## config.mk

```make
export PLATFORM = sky130hd
export DESIGN_NAME = tiu_top
export DESIGN_NICKNAME = d
export VERILOG_FILES = /design/src/include/tiu_pkg.sv /design/src/logic/tiu_divider.sv /design/src/logic/tiu_counter.sv /design/src/logic/tiu_top.sv
export SDC_FILE = /design/constraint.sdc
export NUM_CORES = 1
export LEC_CHECK = 0
export BUFFER_PORTS_ARGS = -buffer_cell sky130_fd_sc_hd__buf_2
export CAP_MARGIN = 10
export CORE_UTILIZATION = 61
export DETAILED_ROUTE_END_ITERATION = 8
export PLACE_DENSITY = 0.82
export SLEW_MARGIN = 20
export SYNTH_ARGS = -nofsm -noshare
export SYNTH_HDL_FRONTEND = slang
export SYNTH_HIERARCHICAL = 1
export SYNTH_SLANG_ARGS = --single-unit
```

## constraint.sdc

```tcl
create_clock -name clk -period 3.98 [get_ports clk]
set_clock_uncertainty 0.05 [all_clocks]
set_input_delay 0.597 -clock clk [delete_from_list [all_inputs] [get_ports clk]]
set_output_delay 0.597 -clock clk [all_outputs]
set_load 0.1 [all_outputs]
```

## src/include/tiu_pkg.sv

```systemverilog
// Package: register map, field layout, reset values and carriers of the timer and interrupt unit
package tiu_pkg;
    // Register offsets
    localparam logic [7:0] ADDR_TIMER_MODE = 8'hF1;
    localparam logic [7:0] ADDR_CNT_B = 8'hF2;
    localparam logic [7:0] ADDR_DIV_B = 8'hF3;
    localparam logic [7:0] ADDR_CNT_A = 8'hF4;
    localparam logic [7:0] ADDR_DIV_A = 8'hF5;
    localparam logic [7:0] ADDR_PORT3_MODE = 8'hF7;
    localparam logic [7:0] ADDR_INT_PRIO = 8'hF9;
    localparam logic [7:0] ADDR_INT_REQ = 8'hFA;
    localparam logic [7:0] ADDR_INT_MASK = 8'hFB;
    // Reset values
    localparam logic [7:0] TIMER_MODE_RST = 8'h00;
    localparam logic [7:0] PORT3_MODE_RST = 8'h00;
    localparam logic [7:0] DIV_RST = 8'h00;
    // Timer mode fields
    localparam int TM_LOAD_A = 0;
    localparam int TM_EN_A = 1;
    localparam int TM_LOAD_B = 2;
    localparam int TM_EN_B = 3;
    localparam int TM_IN_LSB = 4;
    // Divider fields: bit0 continuous, bit1 ext clock (B), bits 7:2 divisor
    localparam int DIV_CONT = 0;
    localparam int DIV_EXT = 1;
    localparam int DIV_LSB = 2;
    // Interrupt mask global enable bit
    localparam int MASK_GLOBAL = 7;
    localparam int NUM_IRQ = 6;
    // Internal clock divided by four for counters A and B
    localparam logic [1:0] INT_DIV4_LAST = 2'h3;
    // Input line use modes for in_line1
    typedef enum logic [1:0] {
        TIU_IN_EXTCLK = 2'h0,
        TIU_IN_GATE = 2'h1,
        TIU_IN_NRETRIG = 2'h2,
        TIU_IN_RETRIG = 2'h3
    } tiu_in_mode_type;
    // Register bus carrier
    typedef struct packed {
        logic wr;
        logic rd;
        logic [7:0] addr;
        logic [7:0] wdata;
    } tiu_bus_type;
    // Grant carrier
    typedef struct packed {
        logic valid;
        logic [2:0] src;
        logic [7:0] vector;
    } tiu_grant_type;
endpackage

```

## src/logic/tiu_divider.sv

```systemverilog
// Programmable 6-bit divider, 1 to 64, emitting one pulse per divided period
`timescale 1ns/1ps
`default_nettype none
module tiu_divider (
    input wire logic clk,
    input wire logic sys_rst,
    input wire logic restart,
    input wire logic tick,
    input wire logic [5:0] divisor,
    output logic pulse
);
    // Down count; divisor 0 means 64
    logic [5:0] cnt_r;

    ////////////////////////////////////////////////////////////////////////
    // Divide the tick stream
    always_ff @(posedge clk)
    begin
        if (sys_rst || restart)
        begin
            cnt_r <= divisor - 6'h01;
        end
        else if (tick)
        begin
            // End of count reloads
            if (cnt_r == 6'h00)
                cnt_r <= divisor - 6'h01;
            else
                cnt_r <= cnt_r - 6'h01;
        end
    end

    // Pulse on end of divider count
    assign pulse = tick && (cnt_r == 6'h00);
endmodule
`default_nettype wire

```

## src/logic/tiu_counter.sv

```systemverilog
// 8-bit down-counter with single-pass and modulo-N modes
`timescale 1ns/1ps
`default_nettype none
module tiu_counter (
    input wire logic clk,
    input wire logic sys_rst,
    input wire logic load,
    input wire logic enable,
    input wire logic cont,
    input wire logic dec,
    input wire logic wr_init,
    input wire logic [7:0] init,
    output logic [7:0] count,
    output logic done,
    output logic running
);
    // Initial value, 0 means 256
    logic [7:0] init_r;
    logic [7:0] count_r;
    logic run_r;

    ////////////////////////////////////////////////////////////////////////
    // Hold initial value
    always_ff @(posedge clk)
    begin
        if (sys_rst)
            init_r <= 8'h00;
        else if (wr_init)
            init_r <= init;
    end

    // Count down, reload or halt at end
    always_ff @(posedge clk)
    begin
        if (sys_rst)
        begin
            count_r <= 8'h00;
            run_r <= 1'b0;
        end
        else if (load)
        begin
            // Restart from initial value
            count_r <= wr_init ? init : init_r;
            run_r <= 1'b1;
        end
        else if (!enable)
        begin
            run_r <= 1'b0;
        end
        else if (dec && run_r)
        begin
            if (count_r == 8'h01)
            begin
                // Modulo-N reloads, single pass halts
                count_r <= cont ? init_r : 8'h00;
                run_r <= cont;
            end
            else
                count_r <= count_r - 8'h01;
        end
        else if (!run_r && enable && count_r != 8'h00)
            run_r <= 1'b1; // resume from current value
    end

    assign count = count_r;
    assign running = run_r;
    assign done = dec && run_r && enable && !load && count_r == 8'h01;
endmodule
`default_nettype wire

```

## src/logic/tiu_top.sv

```systemverilog
// Timer and interrupt unit: two counters with dividers and vectored interrupt logic
`timescale 1ns/1ps
`default_nettype none
module tiu_top (
    input wire logic clk,
    input wire logic sys_rst,
    input wire logic stop_wake_pin,
    input wire logic low_noise,
    input wire logic halted,
    input wire tiu_pkg::tiu_bus_type bus,
    input wire logic int_ack,
    input wire logic in_line1,
    input wire logic in_line2,
    input wire logic in_line3,
    input wire logic analog_in_one,
    input wire logic analog_in_two,
    input wire logic analog_ref,
    output logic [7:0] rdata,
    output logic int_req,
    output tiu_pkg::tiu_grant_type grant,
    output logic save_context,
    output logic halt_wake
);
    ////////////////////////////////////////////////////////////////////////
    // Registers
    logic [7:0] timer_mode_r; // Timer mode control
    logic [7:0] div_a_r; // Counter A divider (write only)
    logic [7:0] div_b_r; // Counter B divider (write only)
    logic [7:0] port3_mode_r; // Port 3 mode
    logic [7:0] prio_r; // Priority select
    logic [5:0] req_r; // Pending requests
    logic [7:0] mask_r; // Enables
    logic [7:0] rdata_r;
    logic int_req_r;
    tiu_pkg::tiu_grant_type grant_r;
    logic save_r;
    logic wake_r;
    // Synchronisers and edge history
    logic [2:0] meta_r;
    logic [2:0] sync_r;
    logic [2:0] prev_r;
    // Internal timer tick divider
    logic half_r;
    logic [1:0] quarter_r;
    logic timer_clock_internal_tick;
    logic int_div4_tick;
    // Counter plumbing
    logic [7:0] cnt_a;
    logic [7:0] cnt_b;
    logic done_a;
    logic done_b;
    logic run_a;
    logic run_b;
    logic pulse_a;
    logic pulse_b;
    logic tick_b;
    logic trig_load_b;
    logic wr_a;
    logic wr_b;
    logic load_a;
    logic load_b;
    logic [5:0] events;
    logic [5:0] pend;
    logic [2:0] pick;
    logic pick_valid;
    tiu_pkg::tiu_in_mode_type in_mode;
    logic [2:0] digital;
    logic [2:0] fall;
    logic rise2;
    logic ext_tick;

    ////////////////////////////////////////////////////////////////////////
    // Bus write of configuration; stop-wake does not touch these
    always_ff @(posedge clk)
    begin
        if (sys_rst)
        begin
            // Full reset restores defaults
            timer_mode_r <= tiu_pkg::TIMER_MODE_RST;
            port3_mode_r <= tiu_pkg::PORT3_MODE_RST;
            div_a_r <= tiu_pkg::DIV_RST;
            div_b_r <= tiu_pkg::DIV_RST;
            prio_r <= 8'h00;
        end
        else
        begin
            // Load bits are one-shot commands, even while other registers are written
            timer_mode_r[tiu_pkg::TM_LOAD_A] <= 1'b0;
            timer_mode_r[tiu_pkg::TM_LOAD_B] <= 1'b0;
            if (bus.wr)
            begin
                // Register decode; a mode write overrides the clear above
                unique case (bus.addr)
                    tiu_pkg::ADDR_TIMER_MODE: timer_mode_r <= bus.wdata;
                    tiu_pkg::ADDR_DIV_A: div_a_r <= bus.wdata;
                    tiu_pkg::ADDR_DIV_B: div_b_r <= bus.wdata;
                    tiu_pkg::ADDR_PORT3_MODE: port3_mode_r <= bus.wdata;
                    tiu_pkg::ADDR_INT_PRIO: prio_r <= bus.wdata;
                    default: prio_r <= prio_r;
                endcase
            end
        end
    end

    // Read mux; dividers read as zero
    always_ff @(posedge clk)
    begin
        if (sys_rst)
            rdata_r <= 8'h00;
        else if (bus.rd)
        begin
            unique case (bus.addr)
                tiu_pkg::ADDR_TIMER_MODE: rdata_r <= timer_mode_r;
                tiu_pkg::ADDR_CNT_A: rdata_r <= cnt_a;
                tiu_pkg::ADDR_CNT_B: rdata_r <= cnt_b;
                tiu_pkg::ADDR_PORT3_MODE: rdata_r <= port3_mode_r;
                tiu_pkg::ADDR_INT_PRIO: rdata_r <= prio_r;
                tiu_pkg::ADDR_INT_REQ: rdata_r <= {2'h0, req_r};
                tiu_pkg::ADDR_INT_MASK: rdata_r <= mask_r;
                default: rdata_r <= 8'h00;
            endcase
        end
    end

    ////////////////////////////////////////////////////////////////////////
    // Port 3 synchronisers, analog select muxes the comparator outputs
    assign digital = port3_mode_r[1] ? {analog_ref, in_line2, in_line1} :
        {in_line3, in_line2, in_line1};

    always_ff @(posedge clk)
    begin
        if (sys_rst)
        begin
            meta_r <= 3'h7;
            sync_r <= 3'h7;
            prev_r <= 3'h7;
        end
        else
        begin
            // Two flops then edge history
            meta_r <= port3_mode_r[0] ? {analog_ref, analog_in_two, analog_in_one} : digital;
            sync_r <= meta_r;
            prev_r <= sync_r;
        end
    end

    assign fall = prev_r & ~sync_r;
    assign rise2 = ~prev_r[1] & sync_r[1];

    ////////////////////////////////////////////////////////////////////////
    // Internal timer tick: halved crystal, or full rate in low noise
    always_ff @(posedge clk)
    begin
        if (sys_rst)
            half_r <= 1'b0;
        else
            half_r <= ~half_r;
    end

    assign timer_clock_internal_tick = low_noise | half_r;

    // Divide by four for the internal source of counters A and B
    always_ff @(posedge clk)
    begin
        if (sys_rst)
            quarter_r <= 2'h0;
        else if (timer_clock_internal_tick)
            quarter_r <= quarter_r + 2'h1;
    end

    assign int_div4_tick = timer_clock_internal_tick && quarter_r == tiu_pkg::INT_DIV4_LAST;

    ////////////////////////////////////////////////////////////////////////
    // in_line1 use for counter B
    assign in_mode = tiu_pkg::tiu_in_mode_type'(timer_mode_r[tiu_pkg::TM_IN_LSB +: 2]);
    assign ext_tick = fall[0];

    always_comb
    begin
        tick_b = int_div4_tick;
        trig_load_b = 1'b0;
        unique case (in_mode)
            tiu_pkg::TIU_IN_EXTCLK: tick_b = div_b_r[tiu_pkg::DIV_EXT] ? ext_tick : int_div4_tick;
            tiu_pkg::TIU_IN_GATE: tick_b = int_div4_tick && sync_r[0];
            tiu_pkg::TIU_IN_NRETRIG: trig_load_b = ext_tick && !run_b;
            tiu_pkg::TIU_IN_RETRIG: trig_load_b = ext_tick;
        endcase
    end

    assign wr_a = bus.wr && bus.addr == tiu_pkg::ADDR_CNT_A;
    assign wr_b = bus.wr && bus.addr == tiu_pkg::ADDR_CNT_B;
    assign load_a = timer_mode_r[tiu_pkg::TM_LOAD_A];
    assign load_b = timer_mode_r[tiu_pkg::TM_LOAD_B] || trig_load_b;

    // Counter A: internal source only
    tiu_divider u_div_a (
        .clk(clk),
        .sys_rst(sys_rst),
        .restart(load_a),
        .tick(int_div4_tick),
        .divisor(div_a_r[7:tiu_pkg::DIV_LSB]),
        .pulse(pulse_a)
    );

    tiu_counter u_cnt_a (
        .clk(clk),
        .sys_rst(sys_rst),
        .load(load_a),
        .enable(timer_mode_r[tiu_pkg::TM_EN_A]),
        .cont(div_a_r[tiu_pkg::DIV_CONT]),
        .dec(pulse_a),
        .wr_init(wr_a),
        .init(bus.wdata),
        .count(cnt_a),
        .done(done_a),
        .running(run_a)
    );

    // Counter B
    tiu_divider u_div_b (
        .clk(clk),
        .sys_rst(sys_rst),
        .restart(load_b),
        .tick(tick_b),
        .divisor(div_b_r[7:tiu_pkg::DIV_LSB]),
        .pulse(pulse_b)
    );

    tiu_counter u_cnt_b (
        .clk(clk),
        .sys_rst(sys_rst),
        .load(load_b),
        .enable(timer_mode_r[tiu_pkg::TM_EN_B] || in_mode == tiu_pkg::TIU_IN_NRETRIG || in_mode == tiu_pkg::TIU_IN_RETRIG),
        .cont(div_b_r[tiu_pkg::DIV_CONT]),
        .dec(pulse_b),
        .wr_init(wr_b),
        .init(bus.wdata),
        .count(cnt_b),
        .done(done_b),
        .running(run_b)
    );

    ////////////////////////////////////////////////////////////////////////
    // Event order matches request bits 0..5
    assign events = {done_b, done_a, rise2, fall[0], fall[2], fall[1]};

    // Request register: set wins over grant clear and software write
    always_ff @(posedge clk)
    begin
        if (sys_rst)
            req_r <= 6'h00;
        else if (bus.wr && bus.addr == tiu_pkg::ADDR_INT_REQ)
            req_r <= bus.wdata[5:0] | events;
        else if (grant_r.valid)
            req_r <= (req_r & ~(6'h01 << grant_r.src)) | events;
        else
            req_r <= req_r | events;
    end

    // Mask register; grant drops global enable
    always_ff @(posedge clk)
    begin
        if (sys_rst)
            mask_r <= 8'h00;
        else if (bus.wr && bus.addr == tiu_pkg::ADDR_INT_MASK)
            mask_r <= bus.wdata;
        else if (grant_r.valid)
            mask_r[tiu_pkg::MASK_GLOBAL] <= 1'b0;
    end

    assign pend = req_r & mask_r[5:0] & {6{mask_r[tiu_pkg::MASK_GLOBAL]}};

    // Priority encoder: rotated search starting at priority field
    always_comb
    begin
        logic [2:0] idx;
        idx = 3'h0;
        pick = 3'h0;
        pick_valid = 1'b0;
        for (int i = 5; i >= 0; i--)
        begin
            idx = 3'((int'(prio_r[2:0]) + i) % tiu_pkg::NUM_IRQ);
            if (pend[idx])
            begin
                pick = idx;
                pick_valid = 1'b1;
            end
        end
    end

    // Request output and vectored grant
    always_ff @(posedge clk)
    begin
        if (sys_rst)
        begin
            int_req_r <= 1'b0;
            grant_r <= '0;
            save_r <= 1'b0;
            wake_r <= 1'b0;
        end
        else
        begin
            int_req_r <= pick_valid && !grant_r.valid;
            grant_r.valid <= int_ack && int_req_r && pick_valid;
            grant_r.src <= pick;
            grant_r.vector <= {4'h0, pick, 1'b0};
            save_r <= int_ack && int_req_r && pick_valid;
            wake_r <= halted && int_ack && int_req_r && pick_valid;
        end
    end

    assign rdata = rdata_r;
    assign int_req = int_req_r;
    assign grant = grant_r;
    assign save_context = save_r;
    assign halt_wake = wake_r;

    ////////////////////////////////////////////////////////////////////////
    // Checks
    AST_GRANT_CLEARS_GLOBAL: assert property (@(posedge clk) disable iff (sys_rst)
        grant_r.valid && !bus.wr |=> !mask_r[tiu_pkg::MASK_GLOBAL]) else $error("grant left global on");
    AST_VECTOR_PAIR: assert property (@(posedge clk) disable iff (sys_rst)
        grant_r.valid |-> grant_r.vector == {4'h0, grant_r.src, 1'b0}) else $error("bad vector");
    AST_MASKED_NO_REQ: assert property (@(posedge clk) disable iff (sys_rst)
        !mask_r[tiu_pkg::MASK_GLOBAL] |=> !int_req_r) else $error("masked request raised");
    AST_EVENT_SETS: assert property (@(posedge clk) disable iff (sys_rst)
        events[4] |=> req_r[4]) else $error("event lost");
    AST_FALL_EDGE: assert property (@(posedge clk) disable iff (sys_rst)
        $fell(sync_r[1]) |=> req_r[0]) else $error("fall not caught");
    AST_RESET_CLEAR: assert property (@(posedge clk) $past(sys_rst) |-> req_r == 6'h00 &&
        timer_mode_r == 8'h00) else $error("reset values wrong");
    AST_CNT_DONE: assert property (@(posedge clk) disable iff (sys_rst)
        done_a |-> cnt_a == 8'h01 && pulse_a) else $error("done without end");
    AST_WAKE: assert property (@(posedge clk) disable iff (sys_rst)
        halt_wake |-> grant_r.valid) else $error("wake without grant");
    AST_DIV4: assert property (@(posedge clk) disable iff (sys_rst)
        int_div4_tick |=> !int_div4_tick) else $error("div4 too fast");
    COV_GRANT: cover property (@(posedge clk) grant_r.valid);
    COV_DONE_B: cover property (@(posedge clk) done_b);
    COV_RISE: cover property (@(posedge clk) rise2);
endmodule
`default_nettype wire

```

# Yosys cells after proc, flatten, opt, wreduce, memory -nomap -nowiden

Index checks and enable logic that the tools add are counted.

Word-level logic and storage cells: 208
Output and inout port bits: 23
Input bits: 30
Register bits after elaboration: 131

Reduce and logical (&&, ||, !) cells: 59
Muxes and demuxes: 62
Div/mod/pow operators: 6
Eq/ne operators: 19
Bitwise operators: 15
$add $sub $neg: 12
Shift-type cells: 1
$lt $le $gt $ge: 6

Operators by type and width:

| operator                | number |
|---|---|
| $mod A32 B4 Y32 const B | 5 |
| $mux W8                 | 12 |
| $eq A8 B8 Y1 const B    | 9 |
| $pmux W8 S7             | 1 |
| $mux W6                 | 8 |
| $mod A4 B4 Y32 const B  | 1 |
| $logic_and A1 B1 Y1     | 27 |
| $mux W1                 | 25 |
| $lt A3 B4 Y1 const B    | 6 |
| $mux W3                 | 8 |
| $sub A6 B1 Y6 const B   | 4 |
| $and A6 B6 Y6           | 3 |
| $bmux W1 S3             | 6 |
| $or A6 B6 Y6            | 3 |
| $reduce_and A2 Y1       | 9 |
| $eq A8 B1 Y1 const B    | 2 |
| $reduce_bool A8 Y1      | 2 |
| $sub A8 B1 Y8 const B   | 2 |
| $reduce_bool A2 Y1      | 7 |
| $logic_not A6 Y1        | 2 |
| $add A3 B2 Y4 const B   | 2 |
| $add A3 B3 Y4 const B   | 2 |
| $ne A4 B3 Y1 const B    | 2 |
| $eq A2 B2 Y1 const B    | 3 |
| other kinds (17)        | 29 |

# Longest topological paths before layout

Gate-level depths: netlist of run 1.

Word-level depth: 12
Depth in mapped cells: 13

# Modules after synthesis

Netlist of run 1, hierarchy kept.

Modules (own cells, without submodules):

| module      | cells an instance | seq. area each (µm²) | area an instance (µm²) | instances |
|---|---|---|---|---|
| tiu_top     | 544               | 1581.5               | 4590.7                 | 1 |
| tiu_counter | 113               | 340.3                | 1012.2                 | 2 |
| tiu_divider | 43                | 180.2                | 483.0                  | 2 |

# Least setup slack after synthesis of run 1

Ideal clock, no wire load.

Kind: register -> register
Start point: register prio_r[2]
End point: register grant_r, in the netlist grant[1]
Period minus slack after synthesis: 2.846 ns
Arrival: 2.700 ns
Setup time: 0.096 ns
Path buffers: 1
Path slack: 1.134 ns
Required time: 3.834 ns
Cell stages (with the launch flop): 14
Cells stage by stage: dfxtp_1 > buf_6 > inv_2 > ha_1 > nand2_1 > nand2_1 > ha_1 > nor2b_1 > a211oi_1 > a311oi_2 > mux2i_1 > a21o_1 > a21boi_1 > o41ai_2

Cells in the longest elaborated chain, start to end: 10

RTL lines:

| what                          | line           | text |
|---|---|---|
| from (decl)                   | tiu_top.sv:30  | `logic [7:0] prio_r;` |
| from (signal assigned)        | tiu_top.sv:98  | `tiu_pkg::ADDR_INT_PRIO: prio_r <= bus.wdata;` |
| from (signal assigned)        | tiu_top.sv:99  | `default: prio_r <= prio_r;` |
| $add A3 B3 Y4                 | tiu_top.sv:282 | `idx = 3'((int'(prio_r[2:0]) + i) % tiu_pkg::NUM_IRQ);` |
| $mod A32 B4 Y32               | tiu_top.sv:282 |  |
| $bmux W1 S3                   | tiu_top.sv:283 | `if (pend[idx])` |
| $mux W1 (not written as such) | tiu_top.sv:283 |  |
| $mux W3 (5 in series)         | tiu_top.sv:283 |  |
| $mux W3 *                     | tiu_top.sv:283 |  |
| to (decl)                     | tiu_top.sv:35  | `tiu_pkg::tiu_grant_type grant_r;` |

Mark *: on every way between the ends. The rest lies on a longest branch, timed or not. The select of a mux whose other input is x is not followed.
A chain may end at the register's enable or synchronous reset.

# Worst setup path in the final report of run 1

Start point: register prio_r[0]
End point: register save_r, in the netlist save_context

Cells in the longest elaborated chain, start to end: 11

RTL lines:

| what                          | line           | text |
|---|---|---|
| $add A3 B3 Y4                 | tiu_top.sv:282 |  |
| $mod A32 B4 Y32               | tiu_top.sv:282 |  |
| $bmux W1 S3                   | tiu_top.sv:283 |  |
| $mux W1 (not written as such) | tiu_top.sv:283 |  |
| $mux W1 (5 in series)         | tiu_top.sv:283 |  |
| $mux W1 *                     | tiu_top.sv:283 |  |
| $logic_and A1 B1 Y1 *         | tiu_top.sv:307 | `save_r <= int_ack && int_req_r && pick_valid;` |
| to (signal assigned)          | tiu_top.sv:307 |  |
| to (decl)                     | tiu_top.sv:36  | `logic save_r;` |

Marks and branches as above.

==> results_dict.tcl, run 1 <==
set metrics [dict create \
    status "finished clean" \
    coreArea_mm2 0.0121 \
    grt_util_all_layers_pct 30.2 \
    synth_seq_cells 125 \
    cp.depth 13 \
    period_share_pct 81.6 \
    hold_violations 0 \
    maxCapViolCount 0 \
    path_clk_slew_ns 0.06 \
    power_density_mw_per_mm2 368 \
    synth_edf_count 12 \
    die_w_um 113 \
    wirelength_mm 18.6 \
    cp_cell_sequence "buf_4 > inv_2 > ha_1 > xor2_4 > inv_1 > ha_1 > nand2b_1 > o21ai_1 > nor2_1 > o21ai_0 > nor3b_2 > nor4b_4 > nor3_1" \
    fin_setup_tns_ns 0 \
    ff2ff_path_depth 13 \
    vias 6529 \
    whs_ns 0.332 \
    r2r_slack_ns 0.73 \
    h-tree-depth 4 \
    crit_slowest_cell "dfxtp_1" \
    grt_max_degree 79 \
    slew_headroom_pct 39.3 \
    cts_resized 0 \
    first_pass_iters 5 \
    critPathMostFrequentCell "ha_1" \
    critPathCaptureType "flip-flop" \
    first_iter_violations 604 \
    pre_cts_ws_ns 0.797 \
    r2r-start "prio_r[0]" \
    dp_hpwl_mm 12.7 \
    syn_inst 856 \
    placed_cell_area_mm2 0.00775 \
    clockRootBuffer "clkbuf_16" \
    endpoint "save_context" \
    fin_area_mm2 0.00838 \
    fin_ws_ns 0.731 \
    ant_nets 0 \
    fp.dieH_um 113 \
    dieArea_mm2 0.0129 \
    worst_pin_slew_ns 0.904 \
    antenna_found_initial 0 \
    max_stage_delay_ns 0.52 \
    hp-class "in2reg" \
    area_delta_synth_final_pct 10.6 \
    clock_sinks 125 \
    synth-seq-area-share_pct 34.6 \
    post_drt_wl_per_cell_um 17.5 \
    r2r_end "save_context" \
    cts_buffers 17 \
    synth_area_mm2 0.00758 \
    arrival_ns 3.47 \
    io_pins 53 \
    clock_latency_ns 0.43 \
    grt.overflow.total 0 \
    synth_cell_type_count 88 \
    leakagePower_nw 3.23 \
    worstSetupStartpointType "flip-flop" \
    path_class "reg2reg" \
    path_delay_family "simple AND/OR/NAND/NOR gates" \
    worst_ep_required_time_ns 4.20 \
    cts_buffer_depth 2 \
    post-route-drc-count 0 \
    cts_hold_buf 0 \
    fmax_ghz 0.308 \
    grt_pass1_vias 5935 \
    critPathBufInv 3 \
    yosysWarnings 6 \
    initial_utilization_pct 62.9 \
    via_per_inst 6.16 \
    diodes 0 \
    grt_pass1_wl_mm 30.2 \
    cts_tree "built" \
    io_buffers 46 \
    postCtsSetupBuffers 0 \
    drive_above_1_share_pct 16.3 \
    maxSlewViolCount 0 \
    ys.flop_type "dfxtp_1" \
    syn_area_per_cell_um2 8.86 \
    synth-async-reset-ratio_pct 0 \
    gp_congestion 0.876 \
    crit_path_max_fanout 15 \
    setup_viol 0 \
    ir_drop_mv 0.269 \
    rsz0062_at_grt "false" \
    startpoint "prio_r[0]" \
    num_rows 40 \
    finalNetCount 933 \
    min_period_ns 3.25 \
]
-- synth_stat cells (8+ instances only) --
cell      instances  area (um^2)
a21oi_1          44          220
a221oi_1         11         96.3
a22oi_1          14          105
a31oi_1          23          144
buf_2             8         40.0
buf_4            14          105
buf_6            11          124
clkbuf_1         16         60.1
dfxtp_1         113         2260
edfxtp_1         12          360
ha_1             24          300
inv_1            24         90.1
mux2i_1          70          701
nand2_1          57          214
nand2b_1         12         75.1
nand3_1          27          135
nor2_1           95          357
nor2b_1          16          100
nor3_1           22          110
nor3b_1          18          135
o21ai_0          32          160
or2_2             8         50.1
xnor2_1          14          123
-- power by group --
| group | switching [mW] | total, mW | internal, mW | leakage [nW] |
|---|---|---|---|---|
| clock | 0.600 | 1.63 | 1.03 | 0.303 |
| sequential | 0.0127 | 1.30 | 1.29 | 1.01 |
| combinational | 0.112 | 0.157 | 0.0443 | 1.92 |
-- placed cells by master, fill, tap and decap left out, drive strengths merged, types with 21 or more instances in the layout --
master and count:
dfxtp 113, nor2 102, mux2i 70, nand2 58, buf 54, a21oi 46
o21ai 36, inv 32, nand3 28, nor3 25, ha 24, a31oi 23
nor3b 21
-- cell families (layout without fill, tap and decap cells) --
logic type,Yosys count,in the layout,synth area share [%]
AOI/OAI and AO/OA,195,195,17.5
xor gates and xnor gates,23,23,3.00
adders and majority gates,24,24,3.96
buffers and inverters,83,115,6.02
DFF,125,125,34.6
muxes,81,81,11.2
other,1,5,0.0495
and+or+nand+nor,324,324,23.7
-- routing by layer --
| metal | track usage, % | part of all wire [%] | vias up |
|---|---|---|---|
| met5 | 0 | 0 | - |
| met4 | 9.82 | 1.5 | 0 |
| met3 | 7.33 | 7.6 | 25 |
| met2 | 47.8 | 46 | 262 |
| met1 | 40.5 | 44 | 3098 |
| li1 | - | - | 3144 |
-- per-stage QoR --
stage,cells,utilization (%),total power [mW]
6_report,1060,69.5,3.09
5_1_grt,1060,69.5,3.17
4_1_cts,1060,69.5,3.11
3_5_place_dp,1028,64.3,1.48
3_3_place_gp,1028,64.3,1.48
2_1_floorplan,860,-,1.43
-- worst register-to-register path: stages (launching register included) --
cell and delay (ns):
dfxtp_1 0.52, buf_4 0.30, inv_2 0.08, ha_1 0.26, xor2_4 0.19, inv_1 0.08
ha_1 0.26, nand2b_1 0.15, o21ai_1 0.15, nor2_1 0.05, o21ai_0 0.26, nor3b_2 0.31
nor4b_4 0.34, nor3_1 0.10
-- worst min path at each step --
stage / start / end / slack (ns) / cells after the start
2_1_floorplan: meta_r[0] / sync_r[0] / 0.34 / 1
3_3_place_gp: meta_r[1] / sync_r[1] / 0.34 / 1
3_5_place_dp: meta_r[0] / sync_r[0] / 0.34 / 1
4_1_cts: in_line2 / meta_r[1] / 0.31 / 3
5_1_grt: in_line3 / meta_r[2] / 0.33 / 3
6_report: in_line2 / meta_r[1] / 0.33 / 3
-- area by class of cell --
cell class	instances	area [um^2]
clock buffers	18	450
clock inverters	14	180
fillers	963	3680
inverters	29	109
multi-input cells	652	4520
flip-flops and latches	125	2620
well taps	168	210
repair buffers	54	293
No activity file was read; power rests on OpenSTA's default activity.
==> run 2: changes to the inputs <==
--- a/config.mk
+++ b/config.mk
@@ -5,11 +5,12 @@
 export SDC_FILE = /design/constraint.sdc
 export NUM_CORES = 1
 export LEC_CHECK = 0
+export ABC_AREA = 1
 export BUFFER_PORTS_ARGS = -buffer_cell sky130_fd_sc_hd__buf_2
 export CAP_MARGIN = 10
-export CORE_UTILIZATION = 61
+export CORE_UTILIZATION = 55
 export DETAILED_ROUTE_END_ITERATION = 8
-export PLACE_DENSITY = 0.82
+export PLACE_DENSITY = 0.79
 export SLEW_MARGIN = 20
 export SYNTH_ARGS = -nofsm -noshare
 export SYNTH_HDL_FRONTEND = slang
==> constraint.sdc (replaced) <==
create_clock -name clk -period 2.8 [get_ports clk]
set_clock_uncertainty 0.05 [all_clocks]
set_input_delay 0.42 -clock clk [delete_from_list [all_inputs] [get_ports clk]]
set_output_delay 0.42 -clock clk [all_outputs]
set_load 0.1 [all_outputs]
==> results_dict.tcl, run 2 <==
set metrics [dict create \
    status "complete, but fails checks" \
    violations "DRC" \
    finish.utilization_pct 65.2 \
    synth_top_area_share_pct 30.6 \
    r2r_end "int_req" \
    hp-class "in2reg" \
    syn_area_per_cell_um2 6.85 \
    fmax_ghz 0.386 \
    grt_max_degree 55 \
    whs_ns 0.152 \
    syn_inst 1077 \
    critPathBufInv 3 \
    maxCapViolCount 0 \
    worst_ep_required_time_ns 3.03 \
    ys.flop_type "dfxtp_1" \
    synth-seq-area-share_pct 35.5 \
    grt_util_met1_pct 37.1 \
    synth_area_mm2 0.00738 \
    clockRootBuffer "clkbuf_16" \
    crit_slowest_cell "dfxtp_1" \
    cp_cell_sequence "buf_4 > ha_1 > inv_1 > nand2_1 > nand2_2 > inv_1 > ha_1 > nor2_1 > nand3_1 > nand2_1 > nand2_1 > nand2_1 > nand2_1 > nand2_1 > nand3_1 > nand2_1 > nand3_2 > nor2_4 > nor3_1" \
    dp_hpwl_mm 13.6 \
    io_pins 53 \
    dieArea_mm2 0.0139 \
    post_drt_wl_per_cell_um 14.7 \
    grt.overflow.total 0 \
    clock_sinks 125 \
    r2r-start "prio_r[1]" \
    crit_path_max_fanout 7 \
    post-route-drc-count 4 \
    ff2ff_path_depth 19 \
    synth_seq_cells 125 \
    drive_above_1_share_pct 14.4 \
    layout_commonest_cell "nand2_1" \
    worstSetupStartpointType "flip-flop" \
    cts_buffers 17 \
    synth_cell_type_count 48 \
    fin_setup_tns_ns 0 \
    gp_congestion 0.921 \
    first_iter_violations 659 \
    num_rows 41 \
    vias 7236 \
    path_delay_family "simple AND/OR/NAND/NOR gates" \
    grt_pass1_wl_mm 31.1 \
    coreArea_mm2 0.0129 \
    h-tree-depth 4 \
    ys_top_cells_by_count "nand2_1 (227), inv_1 (158), dfxtp_1 (113), nor2_1 (113), nand3_1 (83)" \
    slew_headroom_pct 60.6 \
    critPathMostFrequentCell "nand2_1" \
    worst_pin_slew_ns 0.591 \
    r2r_slack_ns 0.21 \
    grtUsageMet2_pct 44.0 \
    rsz0062_at_grt "false" \
    stdcell_count 1307 \
    max_stage_delay_ns 0.31 \
    grt_pass1_vias 6526 \
    initial_utilization_pct 57.3 \
    path_class "reg2reg" \
    ant_nets 0 \
    startpoint "prio_r[1]" \
    yosysTopAreaCell "dfxtp_1" \
    setup_viol 0 \
    wirelength_mm 19.3 \
    hold_violations 0 \
    min_period_ns 2.59 \
    via_per_inst 5.54 \
    critPathCaptureType "flip-flop" \
    arrival_ns 2.81 \
    cts_buffer_depth 2 \
    final_cell_mix "nand2_1 (227), inv_1 (158), nor2_1 (113)" \
    cp.depth 19 \
    io_buffers 46 \
    antenna_found_initial 0 \
    power_density_mw_per_mm2 520 \
    synth-async-reset-ratio_pct 0 \
    synth_edf_count 12 \
    synth.most_common_cell "nand2_1" \
    endpoint "int_req" \
    finalNetCount 1176 \
    cts_hold_buf 0 \
    yosysWarnings 6 \
    ir_drop_mv 0.406 \
    period_share_pct 92.4 \
    dp.cells 1274 \
    cts_tree "built" \
    yosys-top-cells-area "dfxtp_1 (31%), nand2_1 (12%), inv_1 (8.0%)" \
    first_pass_iters 9 \
    met3_usage_pct 6.64 \
    grt_util_all_layers_pct 28.0 \
    hp-start "in_line1" \
    leakagePower_nw 3.65 \
    clock_latency_ns 0.42 \
    top_usage_layer "met2" \
    diodes 0 \
    area_delta_synth_final_pct 13.6 \
    path_clk_slew_ns 0.06 \
    fp.dieH_um 118 \
    maxSlewViolCount 0 \
    die_w_um 118 \
]
==> run 2: cells by family after synthesis <==
kind of cell	synth area share, %
flip-flops	35.5
AND/OR/NAND/NOR	31.9
buffers and inverters	11.2
AO/OA/AOI/OAI	14.6
adder cells (fa/ha/maj)	4.07
multiplexers	1.49
XOR/XNOR	1.17
other	0.0508
==> run 2: worst min path at each step <==
| stage | to | cells after the start |
|---|---|---|
| after floorplan | sync_r[0] | 1 |
| after detailed placement | sync_r[1] | 1 |
| after global routing | meta_r[0] | 3 |
| after global placement | sync_r[2] | 1 |
| after CTS | meta_r[0] | 3 |
| final | meta_r[0] | 3 |
==> run 2: metrics by stage <==
step                      worst slack [ns]  power, mW  area, um^2
after global placement               0.214       2.12        7750
after CTS                           0.0923       4.38        8360
after global routing                0.0117       4.49        8390
after floorplan                      0.225       2.05        7400
after detailed placement             0.113       2.12        7750
final                                0.212       4.36        8390
==> run 2: where the power goes <==
part	switching (mW)	leakage (nW)	internal (mW)	total [mW]
sequential	0.0173	1.02	1.84	1.85
combinational	0.177	2.32	0.0592	0.236
clock	0.802	0.305	1.47	2.27
total	0.997	3.65	3.36	4.36
==> run 2: layout make-up <==
type                            count  area (um^2)
Inverter                          171          642
Clock buffer                       22          474
Sequential cell                   125         2620
Clock inverter                     10          135
Timing Repair Buffer               58          320
Multi-Input combinational cell    749         3980
Fill cell                        1160         4490
Tap cell                          172          215
==> run 2: worst reg2reg max path, cell delays in order, from the launching register on <==
cell	delay, ns
dfxtp_1	0.31
buf_4	0.16
ha_1	0.22
inv_1	0.06
nand2_1	0.07
nand2_2	0.10
inv_1	0.04
ha_1	0.27
nor2_1	0.12
nand3_1	0.08
nand2_1	0.09
nand2_1	0.08
nand2_1	0.09
nand2_1	0.10
nand2_1	0.07
nand3_1	0.09
nand2_1	0.11
nand3_2	0.14
nor2_4	0.15
nor3_1	0.06
==> run 2: what timing repair did <==
item | in CTS | in global routing
setup buffers | 0 | 1
endpoints found under the setup margin | 0 | 6
resized for setup | 0 | 6
==> run 2: per-layer routing <==
metal | wire (um) | up-vias
met2 | 8660 | 327
li1 | - | 3601
met5 | 0 | -
met4 | 420 | 0
met3 | 1660 | 38
met1 | 8530 | 3270
